===== src/rtl/pmu_ctrl_pkg.sv =====
// package: register map, field positions, reset values and timing counts of the pmu control block
package pmu_ctrl_pkg;
  localparam int unsigned CLK_HZ          = 125_000_000;
  localparam int unsigned WAKE_PULSE_MS   = 10;
  localparam int unsigned DEBOUNCE_MS     = 30;
  localparam int unsigned LONG_PRESS_MS   = 1000;
  localparam int unsigned WAKE_PULSE_CYC  = CLK_HZ / 1000 * WAKE_PULSE_MS;
  localparam int unsigned DEBOUNCE_CYC    = CLK_HZ / 1000 * DEBOUNCE_MS;
  localparam int unsigned LONG_PRESS_CYC  = CLK_HZ / 1000 * LONG_PRESS_MS;

  // byte addresses: printed register index times four
  localparam logic [7:0] IDX_SPARE_CFG    = 8'h0E;
  localparam logic [7:0] IDX_BATT_CTRL    = 8'h89;
  localparam logic [11:0] ADDR_SPARE_CFG  = {2'b00, IDX_SPARE_CFG, 2'b00};
  localparam logic [11:0] ADDR_BATT_CTRL  = {2'b00, IDX_BATT_CTRL, 2'b00};
  localparam logic [11:0] ADDR_ENSEL      = 12'h400;
  localparam logic [11:0] ADDR_WAKE       = 12'h404;
  localparam logic [11:0] ADDR_GPIO       = 12'h408;
  localparam logic [11:0] ADDR_STATUS     = 12'h40C;
  localparam logic [11:0] ADDR_THERM      = 12'h410;

  // spare config register
  localparam int unsigned SPARE_POL_BIT   = 4;
  localparam logic        SPARE_POL_RST   = 1'b1;
  // battery control register
  localparam int unsigned NO_BACKUP_BIT   = 7;
  localparam int unsigned ISOLATE_BIT     = 6;
  localparam int unsigned CHG_EN_N_BIT    = 5;
  localparam int unsigned CHG_SEL_BIT     = 4;
  localparam int unsigned FLT_LVL_LSB     = 2;
  localparam int unsigned CHG_CUR_LSB     = 0;
  localparam logic [7:0]  BATT_CTRL_RST   = 8'h20;
  // enable select register bits 0..2: ldo4, ldo5, buck2; 1 picks low-voltage enable
  localparam logic [2:0]  ENSEL_RST       = 3'b000;
  // wake reason bits
  localparam int unsigned WR_SPARE        = 0;
  localparam int unsigned WR_FIXTURE      = 1;
  localparam int unsigned WR_SHORT        = 2;
  localparam int unsigned WR_LONG         = 3;
  localparam int unsigned WR_THERMAL      = 4;
  // gpio control: bits [1:0] gpio one, [3:2] gpio two; level bits read at [5:4]
  localparam logic [3:0]  GPIO_CTRL_RST   = 4'h0;
  localparam int unsigned GPIO_IN_LSB     = 4;
  localparam int unsigned THERM_EN_BIT    = 3;
endpackage


===== src/rtl/pmu_debounce.sv =====
// module: two-flop synchroniser and stable-level debounce filter
`timescale 1ns/100ps
module pmu_debounce
  import pmu_ctrl_pkg::*;
(
  input  wire logic i_clk,   // system clock
  input  wire logic i_rstn,  // sync reset, active low
  input  wire logic i_pin,   // raw pin level
  output logic      o_level  // debounced level
);
  typedef struct packed {
    logic        s1;
    logic        s2;
    logic        lvl;
    logic [23:0] cnt;
  } deb_s;
  deb_s st_q;
  deb_s st_d;

  // accept a new level only after it held for the whole filter time
  always_comb begin
    st_d     = st_q;
    st_d.s1  = i_pin;
    st_d.s2  = st_q.s1;
    if (st_q.s2 == st_q.lvl) begin
      st_d.cnt = '0;
    end else if (st_q.cnt == 24'(DEBOUNCE_CYC - 1)) begin
      st_d.lvl = st_q.s2;
      st_d.cnt = '0;
    end else begin
      st_d.cnt = st_q.cnt + 24'h000001;
    end
  end

  always_ff @(posedge i_clk) begin
    if (!i_rstn) begin
      st_q <= '0;
    end else begin
      st_q <= st_d;
    end
  end

  assign o_level = st_q.lvl;
endmodule


===== src/rtl/pmu_ctrl.sv =====
// module: pmu control logic with wake-up, battery switch, charger, gpio and apb registers
`timescale 1ns/100ps
module pmu_ctrl
  import pmu_ctrl_pkg::*;
(
  input  wire logic        I_SYS_CLK,           // system clock, 125 MHz
  input  wire logic        I_RSTN,              // sync reset, active low
  // apb slave
  input  wire logic        PSEL,                // apb select
  input  wire logic        PENABLE,             // apb access phase
  input  wire logic        PWRITE,              // apb direction
  input  wire logic [11:0] PADDR,               // apb byte address
  input  wire logic [31:0] PWDATA,              // apb write data
  output logic             PREADY,              // apb ready
  output logic [31:0]      PRDATA,              // apb read data
  output logic             PSLVERR,             // apb error on unmapped
  // hardware enables and regulator requests
  input  wire logic        I_HIGH_VOLTAGE_POWER_ENABLE, // pin
  input  wire logic        I_LOW_VOLTAGE_POWER_ENABLE,  // pin
  output logic [2:0]       O_DOMAIN_HW_ENABLE,  // ldo4, ldo5, buck2 enables
  input  wire logic [8:0]  I_REG_IN_REGULATION, // analog ok per domain
  // wake-up
  input  wire logic        I_PUSH_BUTTON_WAKE_INPUT,  // push button, active high
  input  wire logic        I_TEST_FIXTURE_WAKE_INPUT_N, // fixture, active low
  input  wire logic        I_SPARE_WAKE_INPUT,  // spare, programmable polarity
  input  wire logic        I_THERMAL_WARNING,   // early warning comparator
  input  wire logic        I_THERMAL_SHUTDOWN,  // shutdown comparator
  output logic             O_WAKEUP,            // wake pulse to processor
  output logic             O_SYSTEM_RESET_N,    // system reset, active low
  // battery
  input  wire logic        I_MAIN_BELOW_LOW,    // main below 2.9 V comparator
  input  wire logic        I_MAIN_ABOVE_HIGH,   // main above 3.1 V comparator
  input  wire logic        I_MAIN_BELOW_FAULT,  // main below fault threshold
  input  wire logic        I_MAIN_PRESENT,      // main battery present
  output logic             O_RTC_FROM_BACKUP,   // rtc regulator on backup
  output logic             O_MAIN_BATTERY_FAULT_N, // battery fault, active low
  output logic [1:0]       O_FAULT_LEVEL,       // fault threshold code
  output logic [1:0]       O_CHARGER_CURRENT,   // charger current code
  output logic             O_CHARGER_ENABLE,    // backup charger on
  output logic             O_BACKUP_ISOLATE,    // backup draws no current
  // thermal flags
  output logic             O_THERM_FLAGS_ON,    // power the comparators
  input  wire logic [2:0]  I_THERM_FLAGS,       // comparator result code
  // gpio pins
  input  wire logic [1:0]  I_GPIO,              // pin levels
  output logic [1:0]       O_GPIO,              // pin drive value
  output logic [1:0]       O_GPIO_OE            // drive enable, high drives
);

  typedef struct packed {
    logic [1:0]  spare_s;
    logic [1:0]  warn_s;
    logic [1:0]  tsd_s;
    logic [1:0]  low_s;
    logic [1:0]  high_s;
    logic [1:0]  flt_s;
    logic [1:0]  pres_s;
    logic [8:0]  ok_s1;
    logic [8:0]  ok_s2;
    logic [2:0]  tf_s1;
    logic [2:0]  tf_s2;
    logic [1:0]  gi_s1;
    logic [1:0]  gi_s2;
    logic        spare_pol;
    logic [7:0]  batt;
    logic [2:0]  ensel;
    logic [3:0]  gctl;
    logic        therm_en;
    logic [4:0]  reason;
    logic [3:0]  prev;
    logic        btn_long;
    logic [27:0] btn_cnt;
    logic [20:0] wake_cnt;
    logic        backup;
    logic        rst_n;
    logic [31:0] rdata;
    logic        err;
  } ctrl_s;
  ctrl_s st_q;
  ctrl_s st_d;

  logic btn_lvl;
  logic fix_lvl;
  logic spr_lvl;
  logic shared_is_gpio;

  ////////////////////////////////////////////////////////////////////////
  // debounced wake inputs; spare polarity applied before the filter
  pmu_debounce u_deb_btn (
    .i_clk   (I_SYS_CLK),
    .i_rstn  (I_RSTN),
    .i_pin   (I_PUSH_BUTTON_WAKE_INPUT),
    .o_level (btn_lvl)
  );
  // fixture pin inverted ahead of the filter so the reset level matches idle
  pmu_debounce u_deb_fix (
    .i_clk   (I_SYS_CLK),
    .i_rstn  (I_RSTN),
    .i_pin   (!I_TEST_FIXTURE_WAKE_INPUT_N),
    .o_level (fix_lvl)
  );
  pmu_debounce u_deb_spr (
    .i_clk   (I_SYS_CLK),
    .i_rstn  (I_RSTN),
    .i_pin   (st_q.spare_s[1] ^ st_q.spare_pol),
    .o_level (spr_lvl)
  );

  assign shared_is_gpio = st_q.batt[CHG_SEL_BIT];

  ////////////////////////////////////////////////////////////////////////
  // next-state logic
  always_comb begin
    logic [4:0] ev;
    logic       acc;
    logic [11:0] a;
    ev    = '0;
    acc   = PSEL && PENABLE;
    a     = PADDR;
    st_d  = st_q;
    // synchronisers for pins and analog comparators
    st_d.spare_s = {st_q.spare_s[0], I_SPARE_WAKE_INPUT};
    st_d.warn_s  = {st_q.warn_s[0], I_THERMAL_WARNING};
    st_d.tsd_s   = {st_q.tsd_s[0], I_THERMAL_SHUTDOWN};
    st_d.low_s   = {st_q.low_s[0], I_MAIN_BELOW_LOW};
    st_d.high_s  = {st_q.high_s[0], I_MAIN_ABOVE_HIGH};
    st_d.flt_s   = {st_q.flt_s[0], I_MAIN_BELOW_FAULT};
    st_d.pres_s  = {st_q.pres_s[0], I_MAIN_PRESENT};
    st_d.ok_s1   = I_REG_IN_REGULATION;
    st_d.ok_s2   = st_q.ok_s1;
    st_d.tf_s1   = I_THERM_FLAGS;
    st_d.tf_s2   = st_q.tf_s1;
    st_d.gi_s1   = I_GPIO;
    st_d.gi_s2   = st_q.gi_s1;
    st_d.prev    = {st_q.warn_s[1], spr_lvl, fix_lvl, btn_lvl};

    // wake events on rising edge of the active level, debounced for spare and fixture, only synchronised for thermal warning
    ev[WR_SPARE]   = spr_lvl && !st_q.prev[2];
    ev[WR_FIXTURE] = fix_lvl && !st_q.prev[1];
    ev[WR_THERMAL] = st_q.warn_s[1] && !st_q.prev[3];
    // push button: count hold time, classify on release
    if (btn_lvl) begin
      if (st_q.btn_cnt == 28'(LONG_PRESS_CYC - 1)) begin
        st_d.btn_long = 1'b1;
      end else begin
        st_d.btn_cnt = st_q.btn_cnt + 28'h0000001;
      end
    end else begin
      st_d.btn_cnt  = '0;
      st_d.btn_long = 1'b0;
    end
    if (!btn_lvl && st_q.prev[0]) begin
      ev[WR_SHORT] = !st_q.btn_long;
      ev[WR_LONG]  = st_q.btn_long;
    end

    // wake pulse: any event (re)starts the 10 ms window
    if (|ev) begin
      st_d.wake_cnt = 21'(WAKE_PULSE_CYC);
    end else if (st_q.wake_cnt != '0) begin
      st_d.wake_cnt = st_q.wake_cnt - 21'h000001;
    end

    // battery switch with hysteresis and no-backup override
    if (st_q.batt[NO_BACKUP_BIT]) begin
      st_d.backup = 1'b0;
    end else if (!st_q.pres_s[1] || st_q.low_s[1]) begin
      st_d.backup = 1'b1;
    end else if (st_q.high_s[1]) begin
      st_d.backup = 1'b0;
    end

    // thermal shutdown holds reset while hot
    st_d.rst_n = !st_q.tsd_s[1];

    // apb access: write, read, reason clear-on-read
    st_d.rdata = '0;
    st_d.err   = 1'b0;
    if (acc && PWRITE) begin
      unique case (a)
        ADDR_SPARE_CFG: st_d.spare_pol = PWDATA[SPARE_POL_BIT];
        ADDR_BATT_CTRL: st_d.batt      = PWDATA[7:0];
        ADDR_ENSEL:     st_d.ensel     = PWDATA[2:0];
        ADDR_GPIO:      st_d.gctl      = PWDATA[3:0];
        ADDR_THERM:     st_d.therm_en  = PWDATA[THERM_EN_BIT];
        ADDR_WAKE, ADDR_STATUS: ;
        default:        st_d.err       = 1'b1;
      endcase
    end else if (acc) begin
      unique case (a)
        ADDR_SPARE_CFG: st_d.rdata[SPARE_POL_BIT] = st_q.spare_pol;
        ADDR_BATT_CTRL: st_d.rdata[7:0] = st_q.batt;
        ADDR_ENSEL:     st_d.rdata[2:0] = st_q.ensel;
        ADDR_WAKE: begin
          st_d.rdata[4:0] = st_q.reason;
          st_d.reason     = '0;
        end
        ADDR_GPIO: begin
          st_d.rdata[3:0] = st_q.gctl;
          st_d.rdata[GPIO_IN_LSB +: 2] = st_q.gi_s2 & gpio_in_mask();
        end
        ADDR_STATUS:    st_d.rdata[8:0] = st_q.ok_s2;
        ADDR_THERM: begin
          st_d.rdata[THERM_EN_BIT] = st_q.therm_en;
          st_d.rdata[2:0] = st_q.therm_en ? st_q.tf_s2 : 3'h0;
        end
        default:        st_d.err = 1'b1;
      endcase
    end
    // new events win over the read clear
    st_d.reason = st_d.reason | ev;
  end

  // a gpio reads its level only in input mode (01)
  function automatic logic [1:0] gpio_in_mask();
    logic [1:0] m;
    m = '0;
    for (int i = 0; i < 2; i++) begin
      m[i] = (st_q.gctl[2*i +: 2] == 2'b01);
    end
    m[0] = m[0] && shared_is_gpio;
    return m;
  endfunction

  ////////////////////////////////////////////////////////////////////////
  // state register
  always_ff @(posedge I_SYS_CLK) begin
    if (!I_RSTN) begin
      st_q           <= '0;
      st_q.spare_pol <= SPARE_POL_RST;
      st_q.batt      <= BATT_CTRL_RST;
      st_q.ensel     <= ENSEL_RST;
      st_q.gctl      <= GPIO_CTRL_RST;
      st_q.rst_n     <= 1'b1;
      st_q.prev      <= 4'h0;
    end else begin
      st_q <= st_d;
    end
  end

  ////////////////////////////////////////////////////////////////////////
  // outputs
  assign PREADY  = 1'b1;
  assign PRDATA  = st_q.rdata;
  assign PSLVERR = st_q.err;

  // hardware enable source per domain
  generate
    for (genvar g = 0; g < 3; g++) begin : g_ensel
      assign O_DOMAIN_HW_ENABLE[g] = st_q.ensel[g] ? I_LOW_VOLTAGE_POWER_ENABLE
                                                   : I_HIGH_VOLTAGE_POWER_ENABLE;
    end
  endgenerate

  assign O_WAKEUP               = (st_q.wake_cnt != '0);
  assign O_SYSTEM_RESET_N       = st_q.rst_n;
  assign O_RTC_FROM_BACKUP      = st_q.backup && !st_q.batt[ISOLATE_BIT];
  assign O_MAIN_BATTERY_FAULT_N = !(st_q.flt_s[1] || !st_q.pres_s[1]);
  assign O_FAULT_LEVEL          = st_q.batt[FLT_LVL_LSB +: 2];
  assign O_CHARGER_CURRENT      = st_q.batt[CHG_CUR_LSB +: 2];
  assign O_CHARGER_ENABLE       = !st_q.batt[ISOLATE_BIT] &&
                                  (!st_q.batt[CHG_EN_N_BIT] ||
                                   (!shared_is_gpio && !st_q.gi_s2[0]));
  assign O_BACKUP_ISOLATE       = st_q.batt[ISOLATE_BIT];
  assign O_THERM_FLAGS_ON       = st_q.therm_en;

  // gpio drive: 10 drive low, 11 drive high
  generate
    for (genvar p = 0; p < 2; p++) begin : g_gpio
      logic mode_ok;
      assign mode_ok      = (p != 0) || shared_is_gpio;
      assign O_GPIO[p]    = st_q.gctl[2*p];
      assign O_GPIO_OE[p] = mode_ok && st_q.gctl[2*p + 1];
    end
  endgenerate
endmodule


===== config.mk =====
export PLATFORM = sky130hd
export DESIGN_NAME = pmu_ctrl
export DESIGN_NICKNAME = d
export VERILOG_FILES = /design/src/rtl/pmu_ctrl_pkg.sv /design/src/rtl/pmu_debounce.sv /design/src/rtl/pmu_ctrl.sv
export SDC_FILE = /design/constraint.sdc
export NUM_CORES = 1
export LEC_CHECK = 0
export BUFFER_PORTS_ARGS = -buffer_cell sky130_fd_sc_hd__buf_2
export CAP_MARGIN = 5
export CORE_UTILIZATION = 40
export DETAILED_ROUTE_END_ITERATION = 16
export PLACE_DENSITY = 0.67
export REMOVE_ABC_BUFFERS = 1
export SLEW_MARGIN = 20
export SYNTH_ARGS = -nofsm -noshare
export SYNTH_HDL_FRONTEND = slang
export SYNTH_SLANG_ARGS = --single-unit

===== constraint.sdc =====
create_clock -name I_SYS_CLK -period 3.87 [get_ports I_SYS_CLK]
set_clock_uncertainty 0.2 [all_clocks]
set_input_delay 0.387 -clock I_SYS_CLK [delete_from_list [all_inputs] [get_ports I_SYS_CLK]]
set_output_delay 0.387 -clock I_SYS_CLK [all_outputs]
set_load 0.01 [all_outputs]

==> summary.md, run 1 <==
| Metric | Value |
|---|---|
| Post-synth top area share | 0.475 |
| Post-route cell area | 0.0104 mm2 |
| Endpoints failing hold | 0 |
| YS warnings | 0 |
| Slew HR | 0.364 |
| Drt drc | 0 |
| Sink Count | 211 |
| Met1 WL | 8320 um |
| Met2 wire len | 8400 um |
| Worst-Skew Late Latency | 0.52 ns |
| Slew Limit Fails | 0 |
| Vias in the first global route | 6289 |
| Cell taking the most area after synthesis | dfxtp_1 |
| Fmax | 0.310 GHz |
| FF+latch area | 0.00422 mm2 |
| Layout Utilization | 0.478 |
| Design Power | 5.33 mW |
| #FFs+latches synth | 211 |
| Max-Cap Viols | 0 |
| IO buf count | 77 |
| DR top layer | met4 |
| Most frequent CP cell | inv_1 |
| Postcts setup bufs | 0 |
| Drt wl/cell | 13.1 um |
| Largest net degree at the start of global routing | 31 |
| Pre-Repair DR Iteration Count | 4 |
| CTS Buffer Depth | 3 |
| Final setup violation count | 0 |
| Post-Route WL | 17800 um |
| First-pass GRT wire length | 29500 um |
| Hold Buf Count CTS | 36 |
| Worst slew pin tran | 0.945 ns |
| Ranking of synthesized cells by area | dfxtp_1 (48%), nor2_1 (6.8%), xor2_1 (6.2%) |
| Min cycle time layout | 3.23 ns |
| GRT Total Usage | 0.156 |
| Post-Syn Area | 0.00889 mm2 |
| Hold Worst Slack | 0.0579 ns |
| Post-synth top flop | dfxtp_1 |
| CP Data Arrival Time | 2.64 ns |
| Leak pwr | 3.84 nW |
| Die Y | 151 um |
| Pwr dens | 511 mW/mm2 |
| Maximum vdd ir drop | 0.278 mV |
| Layout cells sized above 1 | 0.134 |
| Starting DRT DRC Count | 262 |
| Slowest stage cell, crit path | or4_4 |
| Die Span X | 151 um |
| IO Pins | 126 |
| Metal3 WL | 752 um |
| Seq/Total Area, Yosys | 0.475 |
| Share of flip-flops with an asynchronous set or reset | 0 |
| GPL Wtd Cong | 0.890 |
| Area of the multi-input gates | 0.00428 mm2 |
| DP HPWL | 11900 um |
| H-tree lvl count | 1 |
| Syn Inst Count | 968 |
| Cell Chain, Critical Path | inv_1 > ha_1 > or4b_1 > or4_4 > nor2_1 > inv_1 > buf_2 |
| TritonCTS Buffers | 23 |
| Vias | 6768 |
| Detail Route Antenna Nets | 0 |
| Post-synth cell types | 60 |
| Clock slew at reported path FFs | 0.06 ns |
| DIE AREA | 0.0228 mm2 |
| Slowest stage delay, CP | 0.53 ns |
| CTS tree | yes |
| Crit Path Category | reg2out |
| Worst Hold Class | in2reg |
| Post-synth EDFFs | 0 |
| Clock tree root driver cell | clkbuf_16 |
| Core Region | 0.0218 mm2 |
| Fill count | 2035 |
| Initial cell density of the core | 0.407 |
| Setup crit end kind | output pin |
| Status | complete, no violations |
| Synth Area per Inst | 9.18 um2 |
| RSZ-0062 raised after global routing | false |
| # resized after CTS | 0 |
| Total gr overflow | 0 |
| CP max FO | 4 |
| Dpl cell area | 0.00937 mm2 |
| Startpoint Class | flip-flop |
| Nets | 1148 |
| Fin crit share | 0.834 |
| Placement Rows | 54 |
| Diodes inserted | 0 |
| Area grow syn2layout | 17.4% |
| Via density | 4.97 |
| Initial antenna violation count | 0 |
| Worst Path Required | 3.28 ns |
| Setup tns final | 0 ns |
==> state kept, by name (all words and copies together), names as in the netlist, 2 cells and up <==
name,count
O_CHARGER_CURRENT,2
O_FAULT_LEVEL,2
O_GPIO,2
PRDATA,9
st_d,22
st_q,87
u_deb_btn.st_q,25
u_deb_fix.st_q,25
u_deb_spr.st_q,25
==> kinds of logic (layout without fill, tap and decap cells) <==
family / Yosys count / after routing / synth area share
and+or+nand+nor: 464 / 464 / 0.277
DFF: 211 / 211 / 0.475
xor gates and xnor gates: 100 / 100 / 0.0985
buffers and inverters: 84 / 176 / 0.0528
AOI/OAI and AO/OA: 77 / 77 / 0.0591
muxes: 24 / 24 / 0.0276
adders and majority gates: 6 / 6 / 0.00845
other: 2 / 24 / 0.000845
==> where the power goes <==
group / switching [mW] / internal, mW / total [mW]
sequential: 0.109 / 2.30 / 2.41
combinational: 0.469 / 0.401 / 0.870
clock: 0.874 / 1.17 / 2.05
==> routing by layer <==
metal  vias up  GRT usage
li1       3468          -
met1      3138      0.198
met2       125      0.268
met3        37     0.0298
met4         0     0.0440
met5         -          0
==> metrics by stage <==
step	setup WS [ns]	instances
5_1_grt	0.514	1362
6_report	0.642	1362
3_5_place_dp	1.16	1287
4_1_cts	0.619	1362
2_1_floorplan	1.28	920
3_3_place_gp	1.18	1287
==> synth_stat cells (20+ instances only) <==
| cell | n |
|---|---|
| a21oi_1 | 26 |
| and2_1 | 55 |
| buf_4 | 41 |
| clkbuf_1 | 28 |
| dfxtp_1 | 211 |
| mux2i_1 | 20 |
| nand2_1 | 47 |
| nand3_1 | 43 |
| nand4_1 | 32 |
| nor2_1 | 160 |
| xnor2_1 | 37 |
| xor2_1 | 63 |
==> worst paths after layout <==
kind         cells after the start          endpoint  slack (ns)       from
max                              7          O_WAKEUP        0.64   st_q[35]
min                              3         PRDATA[4]        0.06     PWRITE
max reg2reg                      7          st_q[50]        1.29   st_q[35]
min reg2reg                      1  O_SYSTEM_RESET_N        0.17  st_q[148]
==> final cells by class <==
cell class,count,area share
inverter,14,0.00504
tap,280,0.0336
sequential,211,0.405
clock inverter,9,0.00636
multi-input combinational,695,0.410
clock buffer,30,0.0615
timing repair buffer,123,0.0787
==> placed cells by master (no fill, tap or decap), drive strengths merged, types with 17 or more instances in the layout <==
master / Yosys / final
nand2: 47 / 47
conb: 2 / 24
dlygate4sd3: 0 / 36
dfxtp: 211 / 211
and2: 55 / 55
xor2: 63 / 63
or3: 18 / 18
xnor2: 37 / 37
a21oi: 26 / 26
nand4: 32 / 32
nor2: 160 / 160
mux2i: 20 / 20
nor4: 17 / 17
clkbuf: 28 / 30
nand3: 43 / 43
buf: 42 / 87
==> worst max-delay path, delay by kind of cell, from the launching register on <==
family,cells,cell delay (ns)
adders and majority gates,1,0.17
buffers and inverters,3,0.38
DFF,1,0.32
and+or+nand+nor,3,1.26
Note: power is estimated with default switching activity, not from simulation.
==> run 2: changes to the inputs <==
- ABC_AREA: default -> 1
- clock period: 3.87 -> 3.3 ns (I/O delays scaled with it)
==> summary.md, run 2 <==
| Metric | Value |
|---|---|
| Most numerous cell in the Yosys netlist | nand2_1 (was dfxtp_1) |
| Seq/Total Area, Yosys | 0.418 (was 0.475) |
| Setup tns final | 0 ns (unchanged) |
| Syn Inst Count | 1479 (was 968) |
| Die Span X | 161 um (was 151 um) |
| CP max FO | 8 (was 4) |
| Worst Path Required | 2.77 ns (was 3.28 ns) |
| Fin crit share | 0.764 |
| CTS Buffer Depth | 3 (unchanged) |
| Setup slack, reg-to-reg | 1.02 ns (was 1.29 ns) |
| Sink Count | 211 (unchanged) |
| Starting DRT DRC Count | 553 (was 262) |
| Initial cell density of the core | 0.412 (was 0.407) |
| Clock slew at reported path FFs | 0.06 ns (about the same) |
| Via density | 4.78 (was 4.97) |
| Initial antenna violation count | 1 (was 0) |
| TritonCTS Buffers | 23 (unchanged) |
| Fmax | 0.397 GHz |
| DP HPWL | 17300 um (was 11900 um) |
| Worst slew pin tran | 0.771 ns (was 0.945 ns) |
| Cell Chain, Critical Path | inv_1 > ha_1 > nand2_1 > nor2_1 > nand3_1 > buf_2 (was inv_1 > ha_1 > or4b_1 > or4_4 > nor2_1 > inv_1 > buf_2) |
| DIE AREA | 0.0259 mm2 (was 0.0228 mm2) |
| Crit Path Category | reg2out (unchanged) |
| Total gr overflow | 0 (unchanged) |
| Fill count | 2463 (was 2035) |
| Postcts setup bufs | 0 (unchanged) |
| Pwr dens | 580 mW/mm2 (was 511 mW/mm2) |
| Design Power | 6.83 mW (was 5.33 mW) |
| Hold_sp | PADDR[8] (was PWRITE) |
| Vias | 9183 (was 6768) |
| Detail Route Antenna Nets | 0 (unchanged) |
| CTS tree | yes (unchanged) |
| Worst-Skew Late Latency | 0.51 ns (was 0.52 ns) |
| Status | complete, no violations (unchanged) |
| Drt wl/cell | 12.1 um (was 13.1 um) |
| Leak pwr | 4.80 nW (was 3.84 nW) |
| Maximum vdd ir drop | 0.400 mV (was 0.278 mV) |
| Synth cell count leaders | nand2_1 (353), nor2_1 (227), dfxtp_1 (211) (was dfxtp_1 (211), nor2_1 (160), xor2_1 (63)) |
| Critical R2R Launch | u_deb_btn.st_q[0] (was st_q[35]) |
| Cell taking the most area after synthesis | dfxtp_1 (unchanged) |
| #FFs+latches synth | 211 (unchanged) |
| Final setup violation count | 0 (unchanged) |
| IO buf count | 77 (unchanged) |
| Most common cell after layout, fill and taps aside | nand2_1 (was dfxtp_1) |
| Post-Route WL | 23300 um (was 17800 um) |
| Placement Rows | 57 (was 54) |
| Most frequent cells in the layout | nand2_1 (353), nor2_1 (227), dfxtp_1 (211) (was dfxtp_1 (211), nor2_1 (160), buf_2 (77)) |
| Share of flip-flops with an asynchronous set or reset | 0 (unchanged) |
| Area grow syn2layout | 16.5% (was 17.4%) |
| Post-Syn Area | 0.0101 mm2 (was 0.00889 mm2) |
| Max-Cap Viols | 0 (unchanged) |
| H-tree lvl count | 1 (unchanged) |
| Post-synth cell types | 38 (was 60) |
| Vias in the first global route | 8212 (was 6289) |
| Startpoint Class | flip-flop (unchanged) |
| Max reg flops | 87 (unchanged) |
| Worst reg2reg path endpoint | u_deb_btn.st_q[13] (was st_q[50]) |
| Synth Area per Inst | 6.84 um2 (was 9.18 um2) |
| Slowest stage delay, CP | 0.33 ns (was 0.53 ns) |
| GPL Wtd Cong | 0.927 (was 0.890) |
| Post-synth top flop | dfxtp_1 (unchanged) |
| Largest net degree at the start of global routing | 27 (was 31) |
| Hold Crit Endpoint | PRDATA[6] (was PRDATA[4]) |
| Post-synth top area share | 0.418 (was 0.475) |
| Die Y | 161 um (was 151 um) |
| RSZ-0062 raised after global routing | false (unchanged) |
| Nets | 1659 (was 1148) |
| Setup crit end kind | output pin (unchanged) |
| Largest reg by FF count | st_q (unchanged) |
| GRT Total Usage | 0.178 (was 0.156) |
| Ranking of synthesized cells by area | dfxtp_1 (42%), nand2_1 (13%), nor2_1 (8.4%) (was dfxtp_1 (48%), nor2_1 (6.8%), xor2_1 (6.2%)) |
| Layout cells sized above 1 | 0.0990 (was 0.134) |
| Slew Limit Fails | 0 (unchanged) |
| CP Data Arrival Time | 1.99 ns (was 2.64 ns) |
| IO Pins | 126 (unchanged) |
| Clock tree root driver cell | clkbuf_16 (unchanged) |
| Post-synth EDFFs | 0 (unchanged) |
| Hold Path Depth | 4 (was 3) |
| Endpoints failing hold | 0 (unchanged) |
| Pre-Repair DR Iteration Count | 5 (was 4) |
| Min cycle time layout | 2.52 ns |
| Core Region | 0.0245 mm2 (was 0.0218 mm2) |
| Slowest stage cell, crit path | dfxtp_1 (was or4_4) |
| Slew HR | 0.484 (was 0.364) |
| YS warnings | 0 (unchanged) |
| Worst r2r path cells | 8 (was 7) |
| First-pass GRT wire length | 38600 um (was 29500 um) |
| Worst Hold Class | in2reg (unchanged) |
| Drt drc | 0 (unchanged) |
-- run 2: cells by family after synthesis --
| logic type | after synthesis | synth area share |
|---|---|---|
| AND/OR/NAND/NOR | 817 | 0.353 |
| buffers and inverters | 258 | 0.114 |
| flip-flops | 211 | 0.418 |
| AO/OA/AOI/OAI | 149 | 0.0761 |
| XOR/XNOR | 36 | 0.0312 |
| adder cells (fa/ha/maj) | 6 | 0.00742 |
| other | 2 | 0.000742 |
-- run 2: layout make-up --
class,instances,area [um2],share of cell area
Multi-Input combinational cell,1032,4820,0.409
Sequential cell,211,4220,0.358
Timing Repair Buffer,116,758,0.0643
Inverter,195,732,0.0621
Clock buffer,27,621,0.0527
Tap cell,324,405,0.0344
Clock inverter,15,221,0.0188
Antenna cell,1,2.50,0.000212
-- run 2: per-layer routing --
| layer | global-route usage | vias up | part of all wire |
|---|---|---|---|
| li1 | - | 4834 | - |
| met3 | 0.0239 | 36 | 0.050 |
| met5 | 0 | - | 0 |
| met4 | 0.0515 | 0 | 0.021 |
| met2 | 0.291 | 216 | 0.46 |
| met1 | 0.244 | 4097 | 0.47 |
-- run 2: what timing repair did --
item / 4_1_cts / 5_1_grt
gates resized for setup: 0 / 0
endpoints found under the hold margin: 40 / 0
hold buffers: 32 / 0
-- run 2: worst max path at each step --
stage	startpoint	end	cells past startpoint
finish	st_q[35]	O_WAKEUP	6
global placement	I_RSTN	st_q[72]	5
global route	st_q[35]	O_WAKEUP	6
floorplan	u_deb_btn.st_q[0]	u_deb_btn.st_q[13]	8
CTS	st_q[35]	O_WAKEUP	6
detailed placement	I_RSTN	st_q[72]	5
-- run 2: power breakdown --
part           total, mW  switching (mW)  internal (mW)
Sequential          2.81           0.114           2.69
Combinational       1.21           0.763          0.450
Clock               2.81            1.07           1.75
Total               6.83            1.94           4.89
-- run 2: metrics by stage --
stage	cells	setup slack, ns	instance area [um2]	hold WS, ns	utilization
floorplan	1438	1.48	9780	0.143	-
global placement	1846	0.947	10600	0.149	0.433
detailed placement	1846	0.950	10600	0.156	0.433
CTS	1920	0.748	11800	0.00541	0.480
global route	1921	0.633	11800	0.0308	0.480
finish	1921	0.780	11800	0.0333	0.480
-- run 2: critical path, delay by kind of cell (launching register included) --
kind	cells	cell delay, ns
DFF	1	0.33
and+or+nand+nor	3	0.48
adders and majority gates	1	0.23
buffers and inverters	2	0.46
==> run 3: changes to the inputs <==
- clock period: 3.3 -> 2.6 ns (I/O delays scaled with it)
==> summary.md, run 3 (synthesis results as in run 2) <==
| Metric | Value |
|---|---|
| Drt wl/cell | 12.4 um (was 12.1 um) |
| Crit Path Category | reg2out (unchanged) |
| Min cycle time layout | 2.47 ns |
| Most used routing layer | met2 (unchanged) |
| Worst Path Required | 2.14 ns (was 2.77 ns) |
| Placement Rows | 57 (unchanged) |
| Starting DRT DRC Count | 533 (was 553) |
| Design Power | 8.31 mW (was 6.83 mW) |
| Drt drc | 0 (unchanged) |
| Setup tns final | 0 ns (unchanged) |
| Setup crit end kind | output pin (unchanged) |
| Initial cell density of the core | 0.412 (unchanged) |
| First-pass GRT wire length | 39500 um (was 38600 um) |
| CP bufs+invs | 2 (unchanged) |
| Worst slew pin tran | 0.622 ns (was 0.771 ns) |
| Die Y | 161 um (unchanged) |
| Final Non-Filler Cells | 1927 (was 1921) |
| Largest net degree at the start of global routing | 39 (was 27) |
| Endpoints failing hold | 0 (unchanged) |
| CTS Buffer Depth | 3 (unchanged) |
| Detail Route Antenna Nets | 0 (unchanged) |
| Pwr dens | 707 mW/mm2 (was 580 mW/mm2) |
| Slowest stage delay, CP | 0.32 ns (was 0.33 ns) |
| Pre-Repair DR Iteration Count | 6 (was 5) |
| DP Worst Slack | 0.450 ns (was 0.950 ns) |
| Startpoint Class | flip-flop (unchanged) |
| Most frequent cells in the layout | nand2_1 (353), nor2_1 (227), dfxtp_1 (211) (unchanged) |
| Final setup violation count | 0 (unchanged) |
| Setup slack, reg-to-reg | 0.48 ns (was 1.02 ns) |
| Area of the multi-input gates | 0.00482 mm2 (unchanged) |
| Slowest stage cell, crit path | dfxtp_1 (unchanged) |
| Sink Count | 211 (unchanged) |
| GR Util met1 | 0.240 (was 0.244) |
| Nets | 1665 (was 1659) |
| Post-Route WL | 23800 um (was 23300 um) |
| Worst Slack Setup Final | 0.131 ns (was 0.780 ns) |
| DP HPWL | 17500 um (was 17300 um) |
| Worst-Skew Late Latency | 0.52 ns (was 0.51 ns) |
| Postcts setup bufs | 0 (unchanged) |
| IO Pins | 126 (unchanged) |
| Total gr overflow | 0 (unchanged) |
| Fill count | 2521 (was 2463) |
| GRT Total Usage | 0.182 (was 0.178) |
| Clock slew at reported path FFs | 0.06 ns (about the same) |
| CP max FO | 8 (unchanged) |
| Max-Cap Viols | 0 (unchanged) |
| Initial antenna violation count | 1 (unchanged) |
| Met2 Usage GRT | 0.312 (was 0.291) |
| Layout cells sized above 1 | 0.0986 (was 0.0990) |
| Vias | 9290 (was 9183) |
| Fmax | 0.405 GHz |
| Delay-heaviest family, CP | simple AND/OR/NAND/NOR gates (unchanged) |
| Most common cell after layout, fill and taps aside | nand2_1 (unchanged) |
| DIE AREA | 0.0259 mm2 (unchanged) |
| IO buf count | 77 (unchanged) |
| Slew Limit Fails | 0 (unchanged) |
| Area grow syn2layout | 16.2% (was 16.5%) |
| CP Data Arrival Time | 2.01 ns (was 1.99 ns) |
| Placed cell count | 1848 (was 1846) |
| Slew HR | 0.582 (was 0.484) |
| Leak pwr | 4.79 nW (was 4.80 nW) |
| Clock tree root driver cell | clkbuf_16 (unchanged) |
| Maximum vdd ir drop | 0.484 mV (was 0.400 mV) |
| Status | complete, no violations (unchanged) |
| M3 GR Usage | 0.0221 (was 0.0239) |
| RSZ-0062 raised after global routing | false (unchanged) |
| Via density | 4.82 (was 4.78) |
| # resized after CTS | 0 (unchanged) |
| TritonCTS Buffers | 24 (was 23) |
| CTS tree | yes (unchanged) |
| Worst Hold Class | in2reg (unchanged) |
| Die Span X | 161 um (unchanged) |
| FF+latch area | 0.00422 mm2 (unchanged) |
| Cell Chain, Critical Path | inv_1 > ha_1 > nand2_1 > nor2_1 > nand3_1 > buf_2 (unchanged) |
| Fin crit share | 0.950 |
| Largest reg by FF count | st_q (unchanged) |
| Hold Worst Slack | 0.0269 ns (was 0.0333 ns) |
| H-tree lvl count | 1 (unchanged) |
| Core Region | 0.0245 mm2 (unchanged) |
| Max reg flops | 87 (unchanged) |
| GPL Wtd Cong | 0.930 (was 0.927) |
| Hold Buf Count CTS | 35 (was 32) |
| Vias in the first global route | 8493 (was 8212) |
[run 3: area by class of cell]
cell class,count,share of cell area
well taps,324,0.0345
inverters,195,0.0623
clock inverters,10,0.00671
multi-input cells,1032,0.410
diodes,1,0.000213
clock buffers,33,0.0582
repair buffers,121,0.0684
flip-flops and latches,211,0.359
[run 3: tightest hold or removal path, delay by kind of cell]
| kind | cells | cell delay (ns) |
|---|---|---|
| and+or+nand+nor | 1 | 0.12 |
| buffers and inverters | 2 | 0.30 |
[run 3: routing by layer]
| layer | wire length [um] | part of all wire |
|---|---|---|
| met5 | 0 | 0 |
| met4 | 533 | 0.022 |
| met3 | 1060 | 0.044 |
| met2 | 11200 | 0.47 |
| met1 | 11000 | 0.46 |
[run 3: final timing paths]
kind,startpoint,endpoint,cells after the start
max,st_q[35],O_WAKEUP,6
min,I_RSTN,st_q[111],3
max reg2reg,u_deb_spr.st_q[0],u_deb_spr.st_q[18],8
min reg2reg,st_q[148],O_SYSTEM_RESET_N,1
[run 3: metrics by stage]
step | area [um2] | util
2_1_floorplan | 9780 | -
3_3_place_gp | 10600 | 0.433
3_5_place_dp | 10600 | 0.433
4_1_cts | 11700 | 0.479
5_1_grt | 11800 | 0.479
6_report | 11800 | 0.479
[run 3: where the power goes]
group | internal [mW] | switching (mW)
combinational | 0.574 | 0.976
clock | 1.85 | 1.34
sequential | 3.42 | 0.150
